### src/design/cadj_pkg.sv
// constants of the colour adjustment register bank
// assumes a byte-wide host register port on the system clock
package cadj_pkg;

	// register page shared by the whole colour adjustment group
	localparam logic [15:0] CADJ_BASE = 16'h4400;

	// byte offsets from the base
	localparam logic [7:0] OFS_SAT_GREEN_STEP  = 8'h1d;
	localparam logic [7:0] OFS_HUE_GREEN_STATE = 8'h1e;
	localparam logic [7:0] OFS_HUE_GREEN_SET   = 8'h1f;
	localparam logic [7:0] OFS_HUE_GREEN_LOW   = 8'h20;
	localparam logic [7:0] OFS_HUE_GREEN_UP    = 8'h21;
	localparam logic [7:0] OFS_HUE_GREEN_STEP  = 8'h22;
	localparam logic [7:0] OFS_SAT_CYAN_STATE  = 8'h23;
	localparam logic [7:0] OFS_SAT_CYAN_SET    = 8'h24;
	localparam logic [7:0] OFS_SAT_CYAN_LOW    = 8'h25;
	localparam logic [7:0] OFS_SAT_CYAN_UP     = 8'h26;
	localparam logic [7:0] OFS_SAT_CYAN_STEP   = 8'h27;
	localparam logic [7:0] OFS_HUE_CYAN_STATE  = 8'h28;
	localparam logic [7:0] OFS_HUE_CYAN_SET    = 8'h29;
	localparam logic [7:0] OFS_HUE_CYAN_LOW    = 8'h2a;
	localparam logic [7:0] OFS_HUE_CYAN_UP     = 8'h2b;
	localparam logic [7:0] OFS_HUE_CYAN_STEP   = 8'h2c;
	localparam logic [7:0] OFS_SAT_BLUE_STATE  = 8'h2d;
	localparam logic [7:0] OFS_SAT_BLUE_SET    = 8'h2e;
	localparam logic [7:0] OFS_SAT_BLUE_LOW    = 8'h2f;
	localparam logic [7:0] OFS_SAT_BLUE_UP     = 8'h30;
	localparam logic [7:0] OFS_SAT_BLUE_STEP   = 8'h31;
	localparam logic [7:0] OFS_HUE_BLUE_STATE  = 8'h32;
	localparam logic [7:0] OFS_HUE_BLUE_SET    = 8'h33;
	localparam logic [7:0] OFS_HUE_BLUE_LOW    = 8'h34;
	localparam logic [7:0] OFS_HUE_BLUE_UP     = 8'h35;
	localparam logic [7:0] OFS_HUE_BLUE_STEP   = 8'h36;
	localparam logic [7:0] OFS_SAT_MAG_STATE   = 8'h37;
	localparam logic [7:0] OFS_SAT_MAG_SET     = 8'h38;

	// status byte codes
	localparam logic [7:0] STATE_ABSENT = 8'h00;
	localparam logic [7:0] STATE_OK     = 8'h01;

	// limits and steps reported to software
	localparam logic [7:0] SAT_LOW  = 8'h00;
	localparam logic [7:0] SAT_UP   = 8'hff;
	localparam logic [7:0] SAT_STEP = 8'h01;
	localparam logic [7:0] HUE_LOW  = 8'h80;
	localparam logic [7:0] HUE_UP   = 8'h7f;
	localparam logic [7:0] HUE_STEP = 8'h01;

	// reset values: unity saturation, no hue rotation
	localparam logic [7:0] SAT_RESET = 8'h40;
	localparam logic [7:0] HUE_RESET = 8'h00;

	// storage slots of the writable settings
	localparam int CADJ_NSET     = 6;
	localparam int IDX_HUE_GREEN = 0;
	localparam int IDX_SAT_CYAN  = 1;
	localparam int IDX_HUE_CYAN  = 2;
	localparam int IDX_SAT_BLUE  = 3;
	localparam int IDX_HUE_BLUE  = 4;
	localparam int IDX_SAT_MAG   = 5;
	localparam logic [2:0] IDX_NONE = 3'h7;

	localparam logic [7:0] SET_RESET [CADJ_NSET] = '{
		HUE_RESET, SAT_RESET, HUE_RESET,
		SAT_RESET, HUE_RESET, SAT_RESET
	};

	// predominant colour of a pixel
	typedef enum logic [6:0] {
		COL_NONE    = 7'h01,
		COL_RED     = 7'h02,
		COL_YELLOW  = 7'h04,
		COL_GREEN   = 7'h08,
		COL_CYAN    = 7'h10,
		COL_BLUE    = 7'h20,
		COL_MAGENTA = 7'h40
	} cadj_color_type;

endpackage

### src/design/cadj_register_bank.sv
// colour adjustment register bank with its pixel adjust stage
// assumes frameStart and pixels come from logic on clk_sys
// and a host port that never overlaps read and write strobes
//
// Chosen here: the address-and-strobe port.

// Operation
// - fields decode as byte offsets from one shared base address
// - each hue or saturation setting is one read and write byte
// - status bytes read 0x01 for present valid adjustments, else 0x00
// - saturation acts only on pixels predominantly of its own colour
// - saturation 64 leaves the colour unchanged
// - saturation below 64 shrinks it in proportion, 32 halves
// - saturation above 64 grows it in proportion, 128 doubles
// - saturation zero removes the colour entirely
// - hue is a signed byte from -128 to +127 rotating the colour
// - hue zero leaves the colour unchanged
// - hue extremes rotate sixty degrees, fully into the neighbour
// - green hue: negative toward cyan, positive toward yellow
// - cyan hue: negative toward blue, positive toward green
// - blue hue: negative toward magenta, positive toward cyan
// - every setting except magenta saturation reports read-only lower and upper limits
// - every setting except magenta saturation reports a read-only step size
module cadj_register_bank
	import cadj_pkg::*;
(
	input  wire logic       clk_sys,
	input  wire logic       reset,
	input  wire logic [15:0] regAddr,
	input  wire logic [7:0] regWrData,
	input  wire logic       regWrite,
	input  wire logic       regRead,
	output logic      [7:0] regRdData,
	input  wire logic       frameStart,
	input  wire logic       pixValid,
	input  wire logic [7:0] pixRed,
	input  wire logic [7:0] pixGreen,
	input  wire logic [7:0] pixBlue,
	output logic            outValid,
	output logic      [7:0] outRed,
	output logic      [7:0] outGreen,
	output logic      [7:0] outBlue
);

	// address lies in the colour adjustment page
	function automatic logic inPage(input logic [15:0] a);
		return a[15:8] == CADJ_BASE[15:8];
	endfunction

	// writable slot behind an offset
	function automatic logic [2:0] setIndex(input logic [7:0] ofs);
		case (ofs)
			OFS_HUE_GREEN_SET: setIndex = 3'(IDX_HUE_GREEN);
			OFS_SAT_CYAN_SET:  setIndex = 3'(IDX_SAT_CYAN);
			OFS_HUE_CYAN_SET:  setIndex = 3'(IDX_HUE_CYAN);
			OFS_SAT_BLUE_SET:  setIndex = 3'(IDX_SAT_BLUE);
			OFS_HUE_BLUE_SET:  setIndex = 3'(IDX_HUE_BLUE);
			OFS_SAT_MAG_SET:   setIndex = 3'(IDX_SAT_MAG);
			default:           setIndex = IDX_NONE;
		endcase
	endfunction

	function automatic logic [7:0] max3(
		input logic [7:0] a,
		input logic [7:0] b,
		input logic [7:0] c
	);
		logic [7:0] m;
		m = (a >= b) ? a : b;
		return (m >= c) ? m : c;
	endfunction

	function automatic logic [7:0] min3(
		input logic [7:0] a,
		input logic [7:0] b,
		input logic [7:0] c
	);
		logic [7:0] m;
		m = (a <= b) ? a : b;
		return (m <= c) ? m : c;
	endfunction

	function automatic logic [7:0] mid3(
		input logic [7:0] a,
		input logic [7:0] b,
		input logic [7:0] c
	);
		if (a >= b) begin
			mid3 = (b >= c) ? b : ((a >= c) ? c : a);
		end else begin
			mid3 = (a >= c) ? a : ((b >= c) ? c : b);
		end
	endfunction

	// nearest of the six hexagon corners
	function automatic cadj_color_type classify(
		input logic [7:0] r,
		input logic [7:0] g,
		input logic [7:0] b
	);
		logic [7:0] mx;
		logic [7:0] mn;
		logic [7:0] md;
		logic       sec;
		mx = max3(r, g, b);
		mn = min3(r, g, b);
		md = mid3(r, g, b);
		// secondary once the middle channel passes half the chroma
		sec = {md - mn, 1'b0} > {1'b0, mx - mn};
		if (mx == mn) begin
			classify = COL_NONE;
		end else if (r == mx) begin
			classify = sec ? ((g >= b) ? COL_YELLOW : COL_MAGENTA)
				: COL_RED;
		end else if (g == mx) begin
			classify = sec ? ((r >= b) ? COL_YELLOW : COL_CYAN)
				: COL_GREEN;
		end else begin
			classify = sec ? ((r >= g) ? COL_MAGENTA : COL_CYAN)
				: COL_BLUE;
		end
	endfunction

	// chroma above the floor scaled by s/64, 64 is unity
	function automatic logic [7:0] satScale(
		input logic [7:0] c,
		input logic [7:0] mn,
		input logic [7:0] s
	);
		logic [15:0] p;
		logic [10:0] v;
		p = {8'h00, c - mn} * {8'h00, s};
		v = {1'b0, p[15:6]} + {3'h0, mn};
		// doubling a strong colour clips at full scale
		return (v > 11'h0ff) ? 8'hff : v[7:0];
	endfunction

	// share of the chroma moved by a signed hue byte
	function automatic logic [7:0] hueAmt(
		input logic [7:0] chroma,
		input logic [7:0] h
	);
		logic [7:0]  f;
		logic [15:0] p;
		if (h[7]) begin
			f = 8'(~h + 8'h01);
		end else if (h == 8'h00) begin
			f = 8'h00;
		end else begin
			f = h + 8'h01;
		end
		// f of 128 moves the whole chroma, a full sixty degrees
		p = {8'h00, chroma} * {8'h00, f};
		return p[14:7];
	endfunction

	function automatic logic [7:0] raise(
		input logic [7:0] ch,
		input logic [7:0] amt,
		input logic [7:0] mx
	);
		logic [8:0] s;
		s = {1'b0, ch} + {1'b0, amt};
		return (s > {1'b0, mx}) ? mx : s[7:0];
	endfunction

	function automatic logic [7:0] lower(
		input logic [7:0] ch,
		input logic [7:0] amt,
		input logic [7:0] mn
	);
		logic [8:0] d;
		d = {1'b0, ch} - {1'b0, amt};
		return (d[8] || d[7:0] < mn) ? mn : d[7:0];
	endfunction

	logic [7:0]     setShadow_q [CADJ_NSET];
	logic [7:0]     setActive_q [CADJ_NSET];
	logic [7:0]     setEff [CADJ_NSET];
	logic [2:0]     wrIdx;
	logic           wrHit;
	logic [7:0]     rdMux;
	cadj_color_type pixClass;
	logic [7:0]     floor0;
	logic [7:0]     satSel;
	logic           doSat;
	logic [7:0]     satR;
	logic [7:0]     satG;
	logic [7:0]     satB;
	logic [7:0]     top1;
	logic [7:0]     floor1;
	logic [7:0]     hueSel;
	logic [7:0]     amt;
	logic [7:0]     adjRed_d;
	logic [7:0]     adjGreen_d;
	logic [7:0]     adjBlue_d;
	logic           outValid_q;
	logic [7:0]     outRed_q;
	logic [7:0]     outGreen_q;
	logic [7:0]     outBlue_q;
	logic [7:0]     regRdData_q;

	// host write decode
	assign wrIdx = setIndex(regAddr[7:0]);
	assign wrHit = regWrite && inPage(regAddr) && wrIdx != IDX_NONE;

	// shadow takes writes, active copy follows at frame start
	for (genvar i = 0; i < CADJ_NSET; i++) begin : gSet
		always_ff @(posedge clk_sys or posedge reset) begin
			if (reset) begin
				setShadow_q[i] <= SET_RESET[i];
			end else if (wrHit && wrIdx == 3'(i)) begin
				setShadow_q[i] <= regWrData;
			end
		end

		always_ff @(posedge clk_sys or posedge reset) begin
			if (reset) begin
				setActive_q[i] <= SET_RESET[i];
			end else if (frameStart) begin
				setActive_q[i] <= setShadow_q[i];
			end
		end

		// the frame's first pixel already sees the new values
		assign setEff[i] = frameStart ? setShadow_q[i]
			: setActive_q[i];
	end

	// read multiplexer over the page
	always_comb begin
		rdMux = 8'h00;
		if (inPage(regAddr)) begin
			case (regAddr[7:0])
				OFS_HUE_GREEN_STATE, OFS_SAT_CYAN_STATE,
				OFS_HUE_CYAN_STATE, OFS_SAT_BLUE_STATE,
				OFS_HUE_BLUE_STATE, OFS_SAT_MAG_STATE: begin
					rdMux = STATE_OK;
				end
				OFS_SAT_CYAN_LOW, OFS_SAT_BLUE_LOW: begin
					rdMux = SAT_LOW;
				end
				OFS_SAT_CYAN_UP, OFS_SAT_BLUE_UP: begin
					rdMux = SAT_UP;
				end
				OFS_HUE_GREEN_LOW, OFS_HUE_CYAN_LOW,
				OFS_HUE_BLUE_LOW: begin
					rdMux = HUE_LOW;
				end
				OFS_HUE_GREEN_UP, OFS_HUE_CYAN_UP,
				OFS_HUE_BLUE_UP: begin
					rdMux = HUE_UP;
				end
				OFS_SAT_GREEN_STEP, OFS_SAT_CYAN_STEP,
				OFS_SAT_BLUE_STEP: begin
					rdMux = SAT_STEP;
				end
				OFS_HUE_GREEN_STEP, OFS_HUE_CYAN_STEP,
				OFS_HUE_BLUE_STEP: begin
					rdMux = HUE_STEP;
				end
				default: begin
					// settings read back what software last wrote
					if (wrIdx != IDX_NONE) begin
						rdMux = setShadow_q[wrIdx];
					end else begin
						rdMux = STATE_ABSENT;
					end
				end
			endcase
		end
	end

	// read data stands only in the cycle after the strobe
	always_ff @(posedge clk_sys or posedge reset) begin
		if (reset) begin
			regRdData_q <= 8'h00;
		end else if (regRead) begin
			regRdData_q <= rdMux;
		end else begin
			regRdData_q <= 8'h00;
		end
	end

	// saturation stage, only for the pixel's own colour
	always_comb begin
		pixClass = classify(pixRed, pixGreen, pixBlue);
		floor0 = min3(pixRed, pixGreen, pixBlue);
		satSel = SAT_RESET;
		doSat = 1'b0;
		case (pixClass)
			COL_CYAN: begin
				satSel = setEff[IDX_SAT_CYAN];
				doSat = 1'b1;
			end
			COL_BLUE: begin
				satSel = setEff[IDX_SAT_BLUE];
				doSat = 1'b1;
			end
			COL_MAGENTA: begin
				satSel = setEff[IDX_SAT_MAG];
				doSat = 1'b1;
			end
			default: begin
				doSat = 1'b0;
			end
		endcase
		satR = doSat ? satScale(pixRed, floor0, satSel) : pixRed;
		satG = doSat ? satScale(pixGreen, floor0, satSel) : pixGreen;
		satB = doSat ? satScale(pixBlue, floor0, satSel) : pixBlue;
	end

	// hue stage moves the chroma share toward the neighbour
	always_comb begin
		top1 = max3(satR, satG, satB);
		floor1 = min3(satR, satG, satB);
		case (pixClass)
			COL_GREEN: hueSel = setEff[IDX_HUE_GREEN];
			COL_CYAN:  hueSel = setEff[IDX_HUE_CYAN];
			COL_BLUE:  hueSel = setEff[IDX_HUE_BLUE];
			default:   hueSel = HUE_RESET;
		endcase
		amt = hueAmt(top1 - floor1, hueSel);
		adjRed_d = satR;
		adjGreen_d = satG;
		adjBlue_d = satB;
		case (pixClass)
			COL_GREEN: begin
				if (hueSel[7]) begin
					adjBlue_d = raise(satB, amt, top1);
				end else begin
					adjRed_d = raise(satR, amt, top1);
				end
			end
			COL_CYAN: begin
				if (hueSel[7]) begin
					adjGreen_d = lower(satG, amt, floor1);
				end else begin
					adjBlue_d = lower(satB, amt, floor1);
				end
			end
			COL_BLUE: begin
				if (hueSel[7]) begin
					adjRed_d = raise(satR, amt, top1);
				end else begin
					adjGreen_d = raise(satG, amt, top1);
				end
			end
			default: begin
				adjRed_d = satR;
			end
		endcase
	end

	// output pixel register, one cycle of latency
	always_ff @(posedge clk_sys or posedge reset) begin
		if (reset) begin
			outValid_q <= 1'b0;
		end else begin
			outValid_q <= pixValid;
		end
	end

	// data held between valid pixels
	always_ff @(posedge clk_sys or posedge reset) begin
		if (reset) begin
			outRed_q <= 8'h00;
			outGreen_q <= 8'h00;
			outBlue_q <= 8'h00;
		end else if (pixValid) begin
			outRed_q <= adjRed_d;
			outGreen_q <= adjGreen_d;
			outBlue_q <= adjBlue_d;
		end
	end

	assign regRdData = regRdData_q;
	assign outValid = outValid_q;
	assign outRed = outRed_q;
	assign outGreen = outGreen_q;
	assign outBlue = outBlue_q;

endmodule // cadj_register_bank

### config.mk
export PLATFORM = sky130hd
export DESIGN_NAME = cadj_register_bank
export DESIGN_NICKNAME = d
export VERILOG_FILES = /design/src/design/cadj_pkg.sv /design/src/design/cadj_register_bank.sv
export SDC_FILE = /design/constraint.sdc
export NUM_CORES = 1
export LEC_CHECK = 0
export BUFFER_PORTS_ARGS = -buffer_cell sky130_fd_sc_hd__clkbuf_2
export CAP_MARGIN = 20
export CORE_MARGIN = 5
export CORE_UTILIZATION = 46
export CTS_CLUSTER_SIZE = 16
export DETAILED_ROUTE_END_ITERATION = 10
export HOLD_SLACK_MARGIN = 0.06
export SLEW_MARGIN = 15
export SYNTH_ARGS = -nofsm -noshare
export SYNTH_HDL_FRONTEND = slang
export SYNTH_SLANG_ARGS = --single-unit
### constraint.sdc
create_clock -name clk_sys -period 28.9 [get_ports clk_sys]
set_clock_uncertainty 0.1 [all_clocks]
set_input_delay 2.89 -clock clk_sys [delete_from_list [all_inputs] [get_ports clk_sys]]
set_output_delay 2.89 -clock clk_sys [all_outputs]
set_load 0.02 [all_outputs]
==> results.py, run 1 <==
metrics = {
    "logic_synthesis": {
        "synth_top_cells_by_area": "ha_1 16%, dfrtp_1 13%, fa_1 12%",
        "syn_area_um2": 24050,
        "seq_area_frac_synth_pct": 13.45,
        "yosys_warnings": 0,
        "synth_flop_cell": "dfrtp_1",
        "synth.top_cell.area_share_pct": 16.23,
        "postSynthCellCount": 2869,
        "yosysTopAreaCell": "ha_1",
        "yosys-top-cells-count": "351 x nor2_1, 312 x ha_1, 270 x inv_1, 189 x a21oi_1, 147 x fa_1",
        "synth_edf_count": 0,
        "synth_most_common_cell": "nor2_1",
        "ys_types": 124,
        "syn_nets": 3382,
        "synth-seq-cells": 129,
        "async_flop_share_pct": 100.0,
        "avgSynthCellArea_um2": 8.382,
    },
    "finish": {
        "seqCellArea_um2": 3236,
        "fin_nets": 3533,
        "fin_cells": 3713,
        "antennaDiodeCount": 0,
        "multiInputGateArea_um2": 19710,
        "drive_gt1_share_pct": 17.74,
        "n_fill_cell": 4871,
        "syn_to_final_growth_pct": 12.52,
    },
    "clock_tree": {
        "cts_tree": "done",
        "cts_hold_buf": 0,
        "clockBufferDepth": 2,
        "clk_latency_ns": 0.45,
        "cts_sinks": 129,
        "cts_max_level": 4,
        "numCtsBuffers": 17,
        "root_buffer": "clkbuf_16",
        "clk_pin_slew_worst_paths_ns": 0.08,
    },
    "worst_setup_path": {
        "max_stage_delay_ns": 0.54,
        "required_ns": 29.11,
        "critical_path.slowest_cell": "fa_1",
        "arrival_ns": 28.13,
        "cp-start-kind": "primary input",
        "criticalPathCategory": "in -> reg",
        "end_kind": "register",
        "crit_buf_inv": 13,
        "cpLargestDelayFamily": "compound AO/OA/AOI/OAI gates",
        "path_max_fanout": 19,
        "path_common_cell": "ha_1",
    },
    "route": {
        "drt_iter0_drc": 2072,
        "viasPerCell": 6.092,
        "drc": 0,
        "wirelength_um": 81620,
        "via_count": 22620,
        "drt-pass1-iter-count": 6,
        "drtAntennaViolNets": 0,
        "wl_per_cell_um": 21.98,
    },
    "grt": {
        "grt.overflow.total": 0,
        "grt_usage_pct": 28.00,
        "grt_pass1_wl_um": 126700,
        "antenna_found_initial": 1,
        "grt_max_degree": 73,
        "first_global_vias": 22210,
    },
    "floorplan": {
        "ioPinCount": 87,
        "fp.dieH_um": 238.7,
        "start_util_pct": 46.69,
        "core-area_um2": 51510,
        "die_w_um": 238.7,
        "fp.dieArea_um2": 56950,
        "rows": 83,
    },
    "placement": {
        "routabilityCongestion": 1.024,
        "placed_cells_incl_taps": 3665,
        "port_buffers": 86,
        "hpwl_um": 66130,
    },
    "timing": {
        "timing.final.hold_violations": 0,
        "relSlewSlack_pct": 28.48,
        "report.final.slew_viol_count": 0,
        "setup_viol_count_final": 0,
        "tightest_slew_ns": 1.065,
        "fmaxAchievable_ghz": 0.03582,
        "finalCritPeriodShare_pct": 96.60,
        "post-route-min-period_ns": 27.92,
    },
    "run": {
        "drv_cap": 0,
    },
    "outcome": {
        "status": "complete, no violations",
    },
    "worst_hold_path": {
        "hold_class": "reg -> reg",
    },
}
-- logic make-up after synthesis --
logic type               Yosys count  synth area share [%]
XOR/XNOR                         192                 7.055
AND/OR/NAND/NOR                  858                 17.35
flip-flops                       129                 13.45
multiplexers                     160                 7.476
adder cells (fa/ha/maj)          475                 29.14
AO/OA/AOI/OAI                    675                 19.46
buffers and inverters            380                 6.066
-- stage by stage --
stage | setup TNS, ns | setup slack (ns) | cell area (um^2) | hold WS (ns) | util (%)
finish | 0 | 0.9839 | 27060 | 0.3771 | 52.54
floorplan | 0 | 0.01465 | 24080 | 0.3574 | -
detailed placement | -6.394 | -0.4830 | 26050 | 0.3691 | 50.56
global route | -2.093 | -0.1874 | 27060 | 0.4145 | 52.54
CTS | 0 | 0.04400 | 26660 | 0.3835 | 51.76
global placement | -0.6456 | -0.1421 | 26040 | 0.3707 | 50.56
-- registers in the layout, summed over array words and instances (netlist names) --
register and cells:
setActive_q 48, setShadow_q 48, outBlue 8, outGreen 8, outRed 8, regRdData 8, outValid 1
-- cell type report --
| class | instances | share of cell area (%) |
|---|---|---|
| Tap cell | 680 | 3.144 |
| Clock inverter | 14 | 0.6057 |
| Sequential cell | 129 | 11.96 |
| Clock buffer | 18 | 1.623 |
| Multi-Input combinational cell | 2361 | 72.85 |
| Timing Repair Buffer | 231 | 5.918 |
| Inverter | 280 | 3.902 |
-- routing by layer --
layer  global-route usage (%)  part of all wire [%]  vias up
met4                    8.035                   3.2        0
met3                    3.646                   7.8      174
met5                        0                     0        -
met1                    39.36                    44    11020
li1                         -                     -    10430
met2                    45.36                    45      996
-- placed cells by master, fill, tap and decap left out, drive strengths merged, types with 44 or more instances in the layout --
master  instances
xnor2         143
nand2         130
dfrtp         123
clkbuf        104
buf           145
a21o           55
nand3          51
o21ai         107
mux2i          44
or2            46
inv           285
fa            147
nor2          353
xor2           49
mux2          115
a21oi         191
ha            312
nand2b         54
nor3           48
-- what timing repair did --
action,4_1_cts,5_1_grt
resized for setup,2,47
endpoints found under the setup margin,7,24
cloned,0,1
buffers inserted,0,14
pin swaps,0,8
-- final timing paths --
kind                            depth (start not counted)  slack [ns]                         from                          to
worst max-delay path                                  112        0.98                  pixGreen[7]     outGreen[0]$_DFFE_PP0P_
worst min-delay path                                    1        0.38        outRed[6]$_DFFE_PP0P_       outRed[6]$_DFFE_PP0P_
worst max register to register                         82        8.17  setShadow_q[32]$_DFFE_PP0P_     outGreen[0]$_DFFE_PP0P_
worst min register to register                          1        0.38        outRed[6]$_DFFE_PP0P_       outRed[6]$_DFFE_PP0P_
max in group asynchronous                               4       25.23                        reset  setShadow_q[6]$_DFFE_PP1P_
min in group asynchronous                               2        2.39                        reset   setActive_q[44]$_DFF_PP0_
Power of run 1 is left out: the tool's default activity adds up to more than one toggle a clock period on the data nets, which glitch-free logic cannot reach.
==> run 2, diff against run 1 <==
--- a/config.mk
+++ b/config.mk
@@ -8,10 +8,11 @@
 export BUFFER_PORTS_ARGS = -buffer_cell sky130_fd_sc_hd__clkbuf_2
 export CAP_MARGIN = 20
 export CORE_MARGIN = 5
-export CORE_UTILIZATION = 46
+export CORE_UTILIZATION = 60
 export CTS_CLUSTER_SIZE = 16
 export DETAILED_ROUTE_END_ITERATION = 10
 export HOLD_SLACK_MARGIN = 0.06
+export PLACE_DENSITY = 0.78
 export SLEW_MARGIN = 15
 export SYNTH_ARGS = -nofsm -noshare
 export SYNTH_HDL_FRONTEND = slang
==> results.py, run 2 (synthesis gave the netlist of run 1 again) <==
metrics = {
    "outcome": {
        "status": "complete, no violations",
    },
    "timing": {
        "tightest_slew_ns": 1.159,
        "hold_ws_ns": 0.3832,
        "report.final.slew_viol_count": 0,
        "setup_viol_count_final": 0,
        "finalCritPeriodShare_pct": 96.95,
        "timing.final.hold_violations": 0,
        "fmaxAchievable_ghz": 0.03569,
        "relSlewSlack_pct": 22.76,
        "post-route-min-period_ns": 28.02,
    },
    "placement": {
        "hpwl_um": 65940,
        "placed_area_um2": 25960,
        "routabilityCongestion": 1.051,
        "placed_cells_incl_taps": 3527,
        "port_buffers": 86,
    },
    "finish": {
        "syn_to_final_growth_pct": 12.22,
        "layout_common_cells": "349 x nor2_1, 311 x ha_1, 268 x inv_1",
        "fin_nets": 3544,
        "fin_cells": 3568,
        "design_area_um2": 26990,
        "antennaDiodeCount": 0,
        "drive_gt1_share_pct": 18.21,
        "mostFrequentLayoutCell": "nor2_1",
        "reg_top3": "setActive_q: 48 flops, setShadow_q: 48 flops",
        "final_core_util_pct": 67.92,
    },
    "clock_tree": {
        "cts_tree": "done",
        "clk_latency_ns": 0.44,
        "root_buffer": "clkbuf_16",
        "cts_sinks": 129,
        "clk_pin_slew_worst_paths_ns": 0.07,
        "cts_hold_buf": 0,
        "numCtsBuffers": 17,
        "clockBufferDepth": 2,
        "cts_max_level": 4,
    },
    "route": {
        "viasPerCell": 6.469,
        "drtAntennaViolNets": 0,
        "wl_per_cell_um": 23.10,
        "via_count": 23080,
        "drt-pass1-iter-count": 8,
        "drt_iter0_drc": 2294,
        "drc": 0,
        "wirelength_um": 82410,
    },
    "worst_setup_path": {
        "arrival_ns": 28.16,
        "r2r_end": "outBlue[6]$_DFFE_PP0P_",
        "critical_path.slowest_cell": "fa_1",
        "cp-start-kind": "primary input",
        "reg2reg_from": "setShadow_q[5]$_DFFE_PP0P_",
        "required_ns": 29.04,
        "criticalPathCategory": "in -> reg",
        "reg2reg_depth": 84,
        "path_max_fanout": 22,
        "path_common_cell": "ha_1",
        "regToRegSetupSlack_ns": 8.53,
        "end_kind": "register",
        "max_stage_delay_ns": 0.57,
    },
    "floorplan": {
        "fp.dieArea_um2": 44190,
        "rows": 73,
        "die_w_um": 210.2,
        "fp.dieH_um": 210.2,
        "start_util_pct": 60.53,
        "ioPinCount": 87,
        "core-area_um2": 39730,
    },
    "grt": {
        "grt.overflow.total": 0,
        "grt_max_degree": 67,
        "antenna_found_initial": 1,
        "grt_usage_pct": 36.62,
        "first_global_vias": 23220,
        "grt_pass1_wl_um": 129300,
    },
    "worst_hold_path": {
        "min_from": "outRed[6]$_DFFE_PP0P_",
        "min_to": "outRed[6]$_DFFE_PP0P_",
        "hold_class": "reg -> reg",
        "min_path_cells": 1,
    },
    "run": {
        "drv_cap": 0,
    },
}
## run 2: changes by cell type in the layout (fill, tap and decap cells not counted), moves of 2 or more
cell / change
inv_6: -3
o31ai_2: +2
nor3_2: -4
a21oi_4: +5
clkinv_8: -2
clkinv_4: +4
a21oi_2: -7
a21oi_1: +2
buf_4: +13
a31oi_2: -2
nor3_1: +3
## run 2: layout make-up
| cell class | instances | area (um^2) |
|---|---|---|
| fillers | 3266 | 12740 |
| repair buffers | 242 | 1652 |
| flip-flops and latches | 129 | 3236 |
| inverters | 280 | 1066 |
| multi-input cells | 2361 | 19800 |
| well taps | 525 | 656.9 |
| clock buffers | 17 | 425.4 |
| clock inverters | 14 | 148.9 |
## run 2: layer usage
metal	wire (um)	vias up	global-route usage, %
li1	-	10440	-
met2	37460	1201	59.16
met3	7559	251	6.995
met4	3102	2	12.02
met1	34270	11190	49.84
met5	21	-	0
## run 2: per-stage QoR
step | setup TNS, ns | setup slack (ns)
floorplan | 0 | 0.01465
global placement | -0.3715 | -0.1254
detailed placement | -5.806 | -0.5105
CTS | 0 | 0.06021
global route | -0.3841 | -0.07469
finish | 0 | 0.8807
## run 2: what timing repair did
action	in CTS	in global routing
resized for setup	1	66
endpoints found under the setup margin	4	24
setup buffers	0	9
pin swaps	0	13
cloned	0	1
## run 2: worst max-delay path, delay by kind of cell
kind	cells	cell delay [ns]
compound gates	39	8.48
fa+ha+maj	22	8.32
simple gates	30	4.65
buf+inv	16	2.01
xor+xnor	4	1.05
mux	2	0.72
## run 2: worst max path at each step
stage / startpoint / endpoint / slack, ns / depth (start not counted)
finish: pixGreen[1] / outBlue[6]$_DFFE_PP0P_ / 0.88 / 113
global route: pixGreen[1] / outGreen[1]$_DFFE_PP0P_ / -0.07 / 115
CTS: pixGreen[1] / outGreen[1]$_DFFE_PP0P_ / 0.06 / 109
detailed placement: pixGreen[1] / outGreen[1]$_DFFE_PP0P_ / -0.51 / 109
global placement: pixGreen[5] / outGreen[1]$_DFFE_PP0P_ / -0.13 / 110
floorplan: pixGreen[5] / outGreen[0]$_DFFE_PP0P_ / 0.01 / 116
Power of run 2 is left out for the same reason.
